### src/hw/cmsr_pkg.sv
// Purpose: Constants shared by the character-mode status reporter.
// Assumes: Host input word is 16 bits, data byte in bits 7..0 (bit 7 is byte bit 0, the MSB).
// Notes: Contract
// Contract
// - Line loss uses six-byte completion report.
// - No detector: receive errors as one byte.
// - Single-byte report sets word bits 9, 8.
// - Data byte carries controller bits 8..14.
// - Async status byte layout, bit 0 undefined.
// - Byte bit 7 carries ninth data bit.
// - Read mode stays active after error byte.
// - Report only masked-in error bits; the code masks only the trigger, and the byte carries all synchronised bits.
// - Mask 1800 overrun/framing, 0400 parity.
// - No byte count kept after detector return.
// - Completion code sits in byte 5.
// - Channel read: report after all data.
// - Param/memory commands: report before data.
// - Error only when byte 0 MSB set.
// - Nonfatal: byte 0 low bits echo command.
// - Fatal: byte 0 is FF, unsolicited.
// - Bytes passed singly or at queue threshold.
package cmsr_pkg;
    localparam int WORD_W = 16;
    localparam int RESTART_BIT = 9;
    localparam int STATUS_BIT = 8;
    localparam int CTRL_ERR_LO = 8;
    localparam int CTRL_ERR_HI = 14;
    localparam int REPORT_BYTES = 6;
    localparam int CODE_BYTE = 5;
    localparam logic [15:0] MASK_RESET = 16'h1C00;
    localparam logic [15:0] MASK_OVR_FRM = 16'h1800;
    localparam logic [15:0] MASK_PARITY = 16'h0400;
    localparam logic [7:0] FATAL_BYTE0 = 8'hFF;
    localparam logic [7:0] CODE_DISCONNECT = 8'h18;
    localparam logic [7:0] CODE_OK = 8'h00;
    localparam logic [7:0] CMD_READ_PARAMS = 8'h74;
    localparam logic [7:0] CMD_RSV_MEM_STAT = 8'h2C;
    localparam logic [7:0] CMD_MEM_DUMP = 8'h1C;
    localparam logic [3:0] THRESH_RESET = 4'h1;
    localparam logic [15:0] TX_HOOK_NOP = 16'h1000;
    localparam logic [15:0] TX_HOOK_ON = 16'h1D10;
endpackage : cmsr_pkg

### src/hw/cmsr_reporter.sv
// Purpose: Forms single-byte receive-error reports and six-byte completion reports for the host.
// Assumes: Controller status bits are pins and are synchronised; other inputs are same-clock logic.
// Notes: One host word is presented at a time; a higher-priority source or a newer error byte can replace it before host_ack_in.
module cmsr_reporter #(
    parameter int FIFO_DEPTH = 8,
    parameter int CNT_W = 4
) (
    input wire logic core_clk_in,
    input wire logic rst_in,
    input wire logic ce_in,
    input wire logic [14:8] ctrl_err_bits_in,
    input wire logic rx_char_valid_in,
    input wire logic [7:0] rx_char_in,
    input wire logic detector_installed_in,
    input wire logic detector_return_in,
    input wire logic [15:0] error_mask_param_word_in,
    input wire logic [CNT_W-1:0] rx_threshold_in,
    input wire logic rx_timeout_in,
    input wire logic line_lost_in,
    input wire logic abort_in,
    input wire logic char_read_start_in,
    input wire logic cmd_done_in,
    input wire logic [6:0] cmd_code_in,
    input wire logic [7:0] cmd_opcode_in,
    input wire logic cmd_error_in,
    input wire logic [7:0] cmd_completion_in,
    input wire logic [31:0] cmd_info_in,
    input wire logic cmd_data_pending_in,
    input wire logic fatal_in,
    input wire logic [7:0] fatal_code_in,
    input wire logic host_ack_in,
    output logic [15:0] host_status_input_word_out,
    output logic host_word_valid_out,
    output logic host_irq_out,
    output logic char_read_mode_out,
    output logic report_busy_out,
    output logic [CNT_W-1:0] request_byte_count_out
);
    // One-hot codes keep each state decode to a single flop; the default branch
    // returns any illegal code to IDLE so an upset cannot wedge the reporter.
    typedef enum logic [3:0] {
        CMSR_IDLE = 4'b0001,
        CMSR_WAIT_DATA = 4'b0010,
        CMSR_SEND = 4'b0100,
        CMSR_DONE = 4'b1000
    } cmsr_state_t;

    cmsr_state_t state;
    cmsr_state_t next_state;
    logic [14:8] err_sync;
    logic [7:0] report [cmsr_pkg::REPORT_BYTES];
    logic [2:0] byte_idx;
    logic pend_byte_err;
    logic [7:0] err_byte;
    logic [7:0] data_byte;
    logic data_full;
    logic [CNT_W-1:0] data_cnt;
    logic [6:0] masked_err;
    logic err_hit;
    logic data_first;
    logic word_take;
    logic rpt_load;
    logic rpt_is_fatal;
    wire logic [7:0] status_byte;
    logic word_is_err_byte;
    logic word_is_data;

    // How the pieces fit together.
    // Three sources compete for the single host word: the six-byte completion report,
    // the one-byte receive-error report and the ordinary received character.
    // The completion report wins over both, and the error byte wins over data, so that
    // a host that drains the word in order always sees status before later data.
    // The error byte and the data byte are each released only by an ack of a word that
    // carries their own flag pattern; the report index advances on any ack while in SEND.
    // The host word is registered and trails the sequencer by one cycle; a host must
    // not ack a second time until the word has moved on, or it takes a stale copy.
    // Limitation: only one received character is held, so a character that arrives
    // while the previous one still waits for the host is dropped, not queued.
    // Reset clears every register; the first request is taken at the first enabled
    // edge after reset falls. While the clock enable is low nothing moves, and the
    // host word and its valid stay as they were.

    // Controller status pins are asynchronous to the board clock.
    // They pass two flops before the mask reads them, which costs two cycles of latency;
    // the controller holds its status for the whole character, so nothing is lost.
    // The first flop is read by the second only.
    cmsr_sync #(
        .WIDTH(7)
    ) u_err_sync (
        .core_clk_in(core_clk_in),
        .rst_in(rst_in),
        .ce_in(ce_in),
        .async_in(ctrl_err_bits_in),
        .sync_out(err_sync)
    );

    // Only bits enabled in the mask upper byte raise a byte report.
    always_comb begin
        masked_err = err_sync & error_mask_param_word_in[14:8];
        err_hit = rx_char_valid_in && !detector_installed_in && (masked_err != 7'h00);
    end

    // The status byte is packed bit by bit so that the MSB-first numbering of the host
    // byte stays visible: byte bit 0 (the MSB) is undefined and sent as zero, and the
    // remaining bits carry controller bits 14 down to 8, the ninth data bit last.
    assign status_byte[7] = 1'b0;
    for (genvar k = 0; k < 7; k++) begin : g_status_bit
        assign status_byte[k] = err_sync[cmsr_pkg::CTRL_ERR_LO + k];
    end

    // Report-before-data commands are decoded from the opcode.
    // For these three commands the host needs the report to know what data follows,
    // so they skip the wait for pending data that a channel read must observe.
    assign data_first = (cmd_opcode_in == cmsr_pkg::CMD_READ_PARAMS) ||
                        (cmd_opcode_in == cmsr_pkg::CMD_RSV_MEM_STAT) ||
                        (cmd_opcode_in == cmsr_pkg::CMD_MEM_DUMP);
    assign word_take = host_word_valid_out && host_ack_in;
    // Flag pattern of the word now shown decides which source an ack releases.
    assign word_is_err_byte = host_status_input_word_out[cmsr_pkg::RESTART_BIT] &&
                              host_status_input_word_out[cmsr_pkg::STATUS_BIT];
    assign word_is_data = !host_status_input_word_out[cmsr_pkg::RESTART_BIT] &&
                          !host_status_input_word_out[cmsr_pkg::STATUS_BIT];
    assign rpt_load = (state == CMSR_IDLE) && (fatal_in || line_lost_in || cmd_done_in);
    assign rpt_is_fatal = fatal_in;

    // Character read mode ends only on abort, line loss or a fatal error, never on a byte report.
    // A receive error reported as a single byte leaves the mode running, so the host
    // keeps getting characters after it; only abort, line loss or a fatal error stop the mode.
    // Line loss and fatal errors end it because both close with a full report.
    always_ff @(posedge core_clk_in or posedge rst_in) begin
        if (rst_in) begin
            char_read_mode_out <= 1'b0;
        end else if (ce_in) begin
            if (abort_in || line_lost_in || fatal_in) begin
                char_read_mode_out <= 1'b0;
            end else if (char_read_start_in) begin
                char_read_mode_out <= 1'b1;
            end
        end
    end

    // Status byte: MSB undefined (zero), then controller bits 14 down to 8.
    // The set is tested first, so a new error in the cycle of the ack is not lost;
    // the byte then shows the newer status, which is what the host wants to see.
    always_ff @(posedge core_clk_in or posedge rst_in) begin
        if (rst_in) begin
            pend_byte_err <= 1'b0;
            err_byte <= 8'h00;
        end else if (ce_in) begin
            if (err_hit && char_read_mode_out) begin
                pend_byte_err <= 1'b1;
                err_byte <= status_byte;
            end else if (word_take && word_is_err_byte) begin
                pend_byte_err <= 1'b0;
            end
        end
    end

    // One-entry holding byte plus a count toward the host threshold.
    // Only an ack of a data word empties it; acks of report or error words leave it,
    // so a character that came in during a report is still delivered afterwards.
    // The count clear is written last so that it wins over a same-cycle increment.
    always_ff @(posedge core_clk_in or posedge rst_in) begin
        if (rst_in) begin
            data_full <= 1'b0;
            data_byte <= 8'h00;
            data_cnt <= '0;
        end else if (ce_in) begin
            if (rx_char_valid_in && !err_hit && char_read_mode_out && !data_full) begin
                data_full <= 1'b1;
                data_byte <= rx_char_in;
                data_cnt <= data_cnt + 1'b1;
            end else if (word_take && word_is_data) begin
                data_full <= 1'b0;
            end
            if (detector_return_in || rx_timeout_in || abort_in) begin
                data_cnt <= '0;
            end
        end
    end
    assign request_byte_count_out = data_cnt;

    // Interrupt per byte at threshold one, else when the count reaches threshold or times out.
    // Registered so that the host sees a clean level; it trails the word valid by a cycle,
    // which is harmless because the host reads the word only after the interrupt.
    // A receive timeout forces the interrupt so a group below threshold still drains.
    always_ff @(posedge core_clk_in or posedge rst_in) begin
        if (rst_in) begin
            host_irq_out <= 1'b0;
        end else if (ce_in) begin
            host_irq_out <= (data_full && ((data_cnt >= rx_threshold_in) || rx_timeout_in ||
                             (rx_threshold_in <= cmsr_pkg::THRESH_RESET))) || pend_byte_err ||
                            (state == CMSR_SEND);
        end
    end

    // Completion report sequencer.
    // IDLE waits for a command end, a line loss or a fatal error.
    // WAIT_DATA holds a channel read report until the command has no data pending
    // and the holding byte is empty, so the report never overtakes its data.
    // SEND presents the six bytes in order, one per host ack.
    // DONE is one cycle of rest before a new report may load; requests then are refused.
    // Fatal errors and line loss never wait for data: the host must learn of them at once.
    always_comb begin
        next_state = state;
        case (state)
            CMSR_IDLE: begin
                if (rpt_load) begin
                    next_state = (cmd_data_pending_in && !data_first && !rpt_is_fatal && !line_lost_in)
                                 ? CMSR_WAIT_DATA : CMSR_SEND;
                end
            end
            CMSR_WAIT_DATA: begin
                if (!cmd_data_pending_in && !data_full) begin
                    next_state = CMSR_SEND;
                end
            end
            CMSR_SEND: begin
                if (word_take && (byte_idx == 3'(cmsr_pkg::REPORT_BYTES - 1))) begin
                    next_state = CMSR_DONE;
                end
            end
            CMSR_DONE: begin
                next_state = CMSR_IDLE;
            end
            default: begin
                next_state = CMSR_IDLE;
            end
        endcase
    end

    // State register; it holds with everything else while the clock enable is low.
    always_ff @(posedge core_clk_in or posedge rst_in) begin
        if (rst_in) begin
            state <= CMSR_IDLE;
        end else if (ce_in) begin
            state <= next_state;
        end
    end

    // Report bytes are built when the report is accepted for sending.
    // Capturing all six bytes at load time means later changes on the command inputs
    // cannot tear a report that is already on its way to the host.
    // Bytes 1 to 4 carry the command's own information, most significant byte first.
    always_ff @(posedge core_clk_in or posedge rst_in) begin
        if (rst_in) begin
            for (int i = 0; i < cmsr_pkg::REPORT_BYTES; i++) begin
                report[i] <= 8'h00;
            end
        end else if (ce_in && rpt_load) begin
            if (rpt_is_fatal) begin
                report[0] <= cmsr_pkg::FATAL_BYTE0;
                report[cmsr_pkg::CODE_BYTE] <= fatal_code_in;
            end else if (line_lost_in) begin
                report[0] <= {1'b1, cmd_code_in};
                report[cmsr_pkg::CODE_BYTE] <= cmsr_pkg::CODE_DISCONNECT;
            end else begin
                report[0] <= {cmd_error_in, cmd_code_in};
                report[cmsr_pkg::CODE_BYTE] <= cmd_completion_in;
            end
            report[1] <= cmd_info_in[31:24];
            report[2] <= cmd_info_in[23:16];
            report[3] <= cmd_info_in[15:8];
            report[4] <= cmd_info_in[7:0];
        end
    end

    // Byte index; it advances only on an ack while sending and restarts outside SEND.
    always_ff @(posedge core_clk_in or posedge rst_in) begin
        if (rst_in) begin
            byte_idx <= 3'h0;
        end else if (ce_in) begin
            if (state != CMSR_SEND) begin
                byte_idx <= 3'h0;
            end else if (word_take) begin
                byte_idx <= byte_idx + 3'h1;
            end
        end
    end

    // Host word: report bytes carry status flag only; error byte both flags; data neither.
    // Report first, then error byte, then data: status must never be buried under data.
    // The flag byte is 01 for a report, 03 for an error byte and 00 for data.
    always_ff @(posedge core_clk_in or posedge rst_in) begin
        if (rst_in) begin
            host_status_input_word_out <= 16'h0000;
        end else if (ce_in) begin
            if (state == CMSR_SEND) begin
                host_status_input_word_out <= {8'h01, report[byte_idx]};
            end else if (pend_byte_err) begin
                host_status_input_word_out <= {8'h03, err_byte};
            end else begin
                host_status_input_word_out <= {8'h00, data_byte};
            end
        end
    end

    // Valid follows the sources directly so the host sees a request without delay.
    assign host_word_valid_out = (state == CMSR_SEND) || pend_byte_err || data_full;
    assign report_busy_out = (state != CMSR_IDLE);
endmodule : cmsr_reporter

### src/hw/cmsr_sync.sv
// Purpose: Two-flop synchroniser for a bus of levels from outside the clock domain.
// Assumes: Bits are independent levels.
// Notes: First stage is read by the second stage only.
module cmsr_sync #(
    parameter int WIDTH = 8
) (
    input wire logic core_clk_in,
    input wire logic rst_in,
    input wire logic ce_in,
    input wire logic [WIDTH-1:0] async_in,
    output logic [WIDTH-1:0] sync_out
);
    logic [WIDTH-1:0] stage1;

    // Both stages hold while the clock enable is low.
    always_ff @(posedge core_clk_in or posedge rst_in) begin
        if (rst_in) begin
            stage1 <= '0;
            sync_out <= '0;
        end else if (ce_in) begin
            stage1 <= async_in;
            sync_out <= stage1;
        end
    end
endmodule : cmsr_sync

### config.mk
export PLATFORM = sky130hd
export DESIGN_NAME = cmsr_reporter
export DESIGN_NICKNAME = d
export VERILOG_FILES = /design/src/hw/cmsr_pkg.sv /design/src/hw/cmsr_reporter.sv /design/src/hw/cmsr_sync.sv
export SDC_FILE = /design/constraint.sdc
export NUM_CORES = 1
export LEC_CHECK = 0
export BUFFER_PORTS_ARGS = -buffer_cell sky130_fd_sc_hd__buf_2
export CAP_MARGIN = 10
export CELL_PAD_IN_SITES_DETAIL_PLACEMENT = 0
export CELL_PAD_IN_SITES_GLOBAL_PLACEMENT = 1
export CORE_MARGIN = 4
export CORE_UTILIZATION = 41
export CTS_CLUSTER_SIZE = 8
export DETAILED_ROUTE_END_ITERATION = 8
export PLACE_DENSITY = 0.92
export SYNTH_ARGS = -nofsm -noshare
export SYNTH_HDL_FRONTEND = slang
export SYNTH_SLANG_ARGS = --single-unit
export TNS_END_PERCENT = 5
### constraint.sdc
create_clock -name core_clk_in -period 4.13 [get_ports core_clk_in]
set_clock_uncertainty 0.15 [all_clocks]
set_input_delay 0.2065 -clock core_clk_in [delete_from_list [all_inputs] [get_ports core_clk_in]]
set_output_delay 0.2065 -clock core_clk_in [all_outputs]
set_load 0.01 [all_outputs]
==> results.yml, run 1 <==
run_status:
  outcome: "complete, no violations"
worst_setup_path:
  required_ns: 4.21
  crit_path_max_fanout: 64
  critPathKind: "reg2reg"
  critPathArrivalTime_ns: 2.74
  startpoint_type: "register"
  crit_path_end_kind: "register"
cts:
  cts_tree: "done"
  cts.sinks: 102
  cts_buffers: 9
  cts.path.max_buffers: 2
  root_buffer: "clkbuf_16"
  ctsResizeCount: 0
  cts_max_level: 3
  path_clk_slew_ns: 0.07
  clkLatencyLatePin_ns: 0.34
layout:
  final_util: 0.554
  synthToLayoutAreaGrowth_pct: 31.4
  nNetsFinal: 682
  num_antenna_cells: 0
  drive_above_1_share: 0.362
sta:
  slew_headroom: 0.478
  fin_ws_ns: 1.47
  fin_setup_tns_ns: 0
  rsz0062_at_grt: "false"
  tightestPinTransition_ns: 0.782
  period_minus_slack_ns: 2.66
  fmax_mhz: 375
  final-setup-viol-count: 0
  maxSlewViolCount: 0
  hold_violations: 0
  finalCritPeriodShare: 0.645
power_and_ir_drop:
  powerDensity_nw_per_um2: 564
  peakVddDrop_mv: 0.300
  p_leak_nw: 2.88
synth:
  synthesis.area_um2: 4850
  seq_area_frac_synth: 0.526
  synth_top_area_share: 0.521
  synth_top_area_cell: "dfrtp_1"
  synth.area.top_cells: "dfrtp_1, mux2_2, mux2_1, mux4_2, nor2_1"
  ys.warnings.count: 0
  synth_seq_cells: 102
  synth_common_cells: "dfrtp_1, mux2_2, nor2_1"
  netlist_instances: 394
  synth_edf_count: 0
  syn_area_per_cell_um2: 12.3
  ys.flop_type: "dfrtp_1"
  synth-async-reset-ratio: 1.00
  yosysMostFrequentCell: "dfrtp_1"
  ys_types: 52
global_route:
  grt_pass1_wl_mm: 19.8
  overflow: 0
  track_usage: 0.187
  antenna_found_initial: 0
  grt_max_degree: 66
  grt_pass1_vias: 3981
floorplan:
  start_util: 0.421
  row_count: 39
  die_area_um2: 13600
  die_x_um: 117
  ios: 137
  core_region_area_um2: 11500
  die_h_um: 117
worst_hold_path:
  hold_class: "in2reg"
place:
  io_buffer_count: 121
  place_ws_ns: 1.50
  gp_congestion: 0.800
  dp_hpwl_mm: 8.56
routing:
  via_count: 3755
  drt_iter0_markers: 184
  drt_pass1_iterations: 4
  wire_per_inst_um: 17.2
  drt-total-wl_mm: 12.2
  ant_nets: 0
  viasPerCell: 5.29
  drc: 0
job:
  drv_cap: 0
-- cells in the final DEF (no fill, tap or decap), types with 2 or more instances in the layout --
cell type and n:
dlygate4sd3_1 54, nor4b_1 2, conb_1 6, nand4_1 2, nor2_1 34, buf_2 121
mux2_2 50, nand3_1 4, nor3_1 4, ha_1 7, a21oi_1 24, mux2_1 29
o2bb2ai_1 8, buf_4 5, a22oi_1 9, a221oi_1 7, mux4_2 8, clkbuf_16 9
clkinv_2 2, and3_1 3, o21ai_0 21, dfrtp_1 101, inv_1 9, a21o_1 2
a31oi_1 2, or3_1 3, nand2_1 10
-- per-layer routing --
layer	global-route usage	vias up	part of all wire
met5	0	-	0
met4	0.0459	0	0.014
met3	0.0447	14	0.062
met2	0.324	120	0.50
met1	0.239	1854	0.42
li1	-	1767	-
-- through the flow --
step,hold WS (ns),total power [W],cells,instance area [µm²]
global route,0.0272,0.00384,710,6380
finish,0.0136,0.00360,710,6380
detailed placement,0.260,0.00274,640,5540
CTS,0.000635,0.00364,710,6380
global placement,0.246,0.00267,640,5540
floorplan,0.191,0.00240,399,4870
-- cell families (layout without fill, tap and decap cells) --
| family | count (synthesis) | in the layout | synth area share |
|---|---|---|---|
| flip-flops | 102 | 102 | 0.526 |
| multiplexers | 87 | 87 | 0.220 |
| AO/OA/AOI/OAI | 84 | 84 | 0.113 |
| AND/OR/NAND/NOR | 72 | 72 | 0.0766 |
| buffers and inverters | 39 | 207 | 0.0415 |
| adder cells (fa/ha/maj) | 7 | 7 | 0.0180 |
| XOR/XNOR | 2 | 2 | 0.00361 |
| other | 1 | 6 | 0.000773 |
-- worst max-delay path, stage by stage (launching register included) --
cell and delay [ns]:
dfstp_2 0.56, or4b_1 0.60, nor3_4 0.22, buf_4 0.58
mux2_2 0.40
-- flip-flops by register name, summed over array words and instances, names as in the netlist, 3 cells and up --
| register | flops |
|---|---|
| report | 48 |
| host_status_input_word_out | 10 |
| data_byte | 8 |
| err_byte | 7 |
| u_err_sync.stage1 | 7 |
| u_err_sync.sync_out | 7 |
| request_byte_count_out | 4 |
| state | 4 |
| byte_idx | 3 |
-- path summary, 6_finish.rpt --
kind / start / to / slack, ns / cells after the start
worst max-delay path: state[0] / report[23] / 1.47 / 4
worst min-delay path: cmd_code_in[4] / report[44] / 0.01 / 3
worst max register to register: state[0] / report[23] / 1.47 / 4
worst min register to register: report[13] / report[13] / 0.33 / 1
max in group asynchronous: rst_in / data_byte[0] / 2.40 / 4
min in group asynchronous: rst_in / u_err_sync.stage1[2] / 0.41 / 3
-- final cells by class --
| type | count | area (µm²) |
|---|---|---|
| Fill cell | 957 | 5140 |
| Sequential cell | 102 | 2550 |
| Multi-Input combinational cell | 258 | 2120 |
| Timing Repair Buffer | 180 | 1180 |
| Clock buffer | 11 | 243 |
| Tap cell | 143 | 179 |
| Clock inverter | 5 | 57.6 |
| Inverter | 11 | 43.8 |
-- what timing repair did --
| item | in CTS | in global routing |
|---|---|---|
| setup buffers | 0 | 0 |
| hold buffers | 54 | 0 |
| endpoints found under the hold margin | 116 | 0 |
-- report_power, final --
group,internal (W),switching (W),total [W],leakage (nW)
Combinational,0.000608,0.000498,0.00111,1.52
Clock,0.000488,0.000360,0.000848,0.150
Sequential,0.00140,0.000243,0.00165,1.22
Power figures use the tool's default switching activity.
==> inputs of run 2 (changes only) <==
==> constraint.sdc (replaced) <==
create_clock -name core_clk_in -period 2.7 [get_ports core_clk_in]
set_clock_uncertainty 0.15 [all_clocks]
set_input_delay 0.135 -clock core_clk_in [delete_from_list [all_inputs] [get_ports core_clk_in]]
set_output_delay 0.135 -clock core_clk_in [all_outputs]
set_load 0.01 [all_outputs]
==> results.yml, run 2 (synthesis results as in run 1) <==
sta:
  hold_violations: 0
  tightestPinTransition_ns: 0.695
  whs_ns: 0.00252
  period_minus_slack_ns: 2.40
  slew_headroom: 0.537
  fin_setup_tns_ns: 0
  fmax_mhz: 416
  final-setup-viol-count: 0
  rsz0062_at_grt: "false"
  maxSlewViolCount: 0
  finalCritPeriodShare: 0.890
floorplan:
  die_h_um: 117
  die_area_um2: 13600
  die_x_um: 117
  row_count: 39
  core_region_area_um2: 11500
  ios: 137
  start_util: 0.421
cts:
  cts_setup_buffers: 0
  cts_tree: "done"
  holdBufCountCts: 71
  cts_max_level: 3
  cts_buffers: 9
  ctsResizeCount: 0
  root_buffer: "clkbuf_16"
  cts.path.max_buffers: 2
  cts.sinks: 102
  path_clk_slew_ns: 0.07
  clkLatencyLatePin_ns: 0.35
global_route:
  track_usage: 0.199
  grt_max_degree: 65
  overflow: 0
  grt_pass1_wl_mm: 20.9
  antenna_found_initial: 0
  grt_pass1_vias: 4158
routing:
  wire_per_inst_um: 17.6
  drt-total-wl_mm: 12.9
  drt_iter0_markers: 182
  drc: 0
  drt_pass1_iterations: 4
  ant_nets: 0
  viasPerCell: 5.28
  via_count: 3875
worst_setup_path:
  slowest_delay_ns: 0.59
  cp_slowest_cell: "or4b_1"
  cp_cell_sequence: "or4b_1, nor3_4, buf_12, mux2_1"
  crit_path_max_fanout: 64
  critPathTopFamily: "simple AND/OR/NAND/NOR gates"
  critPathArrivalTime_ns: 2.48
  path_buf_inv: 1
  startpoint_type: "register"
  required_ns: 2.77
  crit_path_end_kind: "register"
  critPathKind: "reg2reg"
layout:
  drive_above_1_share: 0.360
  largest_reg_flops: 48
  synthToLayoutAreaGrowth_pct: 36.2
  final_common_cell: "buf_2"
  reg_top3: "report x48, host_status_input_word_out x10, data_byte x8"
  final_cell_mix: "buf_2, dfrtp_1, dlygate4sd3_1"
  regMostFlops: "report"
  num_antenna_cells: 0
  nNetsFinal: 706
run_status:
  outcome: "complete, no violations"
power_and_ir_drop:
  p_leak_nw: 2.98
  powerDensity_nw_per_um2: 833
  peakVddDrop_mv: 0.515
worst_hold_path:
  hold_class: "in2reg"
job:
  drv_cap: 0
place:
  dp_hpwl_mm: 8.93
  io_buffer_count: 121
  gp_congestion: 0.814
[run 2: changes by cell type in the layout (fill, tap and decap cells not counted), sizes merged]
cell and delta:
inv -2, dlygate4sd3 +17, clkinvlp +3, bufinv -1, buf +7
[run 2: path summary, 6_finish.rpt]
path                                                 end  slack (ns)                 from  cells past startpoint
max                                           report[17]        0.30             state[0]                      4
min                                             state[1]       0.003  cmd_data_pending_in                      5
max reg2reg                                   report[17]        0.30             state[0]                      4
min reg2reg                                    report[9]        0.33            report[9]                      1
max in group asynchronous  host_status_input_word_out[8]        1.60               rst_in                      4
min in group asynchronous         u_err_sync.sync_out[0]        0.16               rst_in                      3
[run 2: worst min-delay path, cell delays in order]
cell	delay, ns
buf_2	0.11
nand2_1	0.05
a21oi_1	0.05
nand2_1	0.06
nand2_1	0.04
[run 2: per-stage QoR]
stage,instance area [µm²],utilization,instances,total power (W),setup slack (ns)
6_report,6610,0.574,734,0.00551,0.297
5_1_grt,6610,0.574,734,0.00587,0.230
4_1_cts,6610,0.574,734,0.00555,0.315
3_5_place_dp,5620,0.488,647,0.00422,0.324
3_3_place_gp,5620,0.488,647,0.00411,0.371
2_1_floorplan,4880,-,399,0.00367,0.404
[run 2: final cells by class]
type                            count  area, µm²
Multi-Input combinational cell    258       2120
Inverter                           11       45.0
Clock inverter                      5       33.8
Fill cell                         959       4900
Tap cell                          143        179
Timing Repair Buffer              204       1430
Clock buffer                       11        253
Sequential cell                   102       2550
[run 2: per-layer routing]
layer / wire length, µm / share of wire / track usage / vias up
li1: - / - / - / 1812
met1: 5500 / 0.43 / 0.247 / 1937
met2: 6630 / 0.51 / 0.354 / 115
met3: 691 / 0.053 / 0.0494 / 11
met4: 103 / 0.0080 / 0.0398 / 0
met5: 0 / 0 / 0 / -
[run 2: power by group]
group          leakage, nW  internal [W]  total (W)  switching, W
registers             1.22       0.00215    0.00254      0.000394
logic                 1.63      0.000969    0.00174      0.000772
clock network        0.138      0.000673    0.00123      0.000553
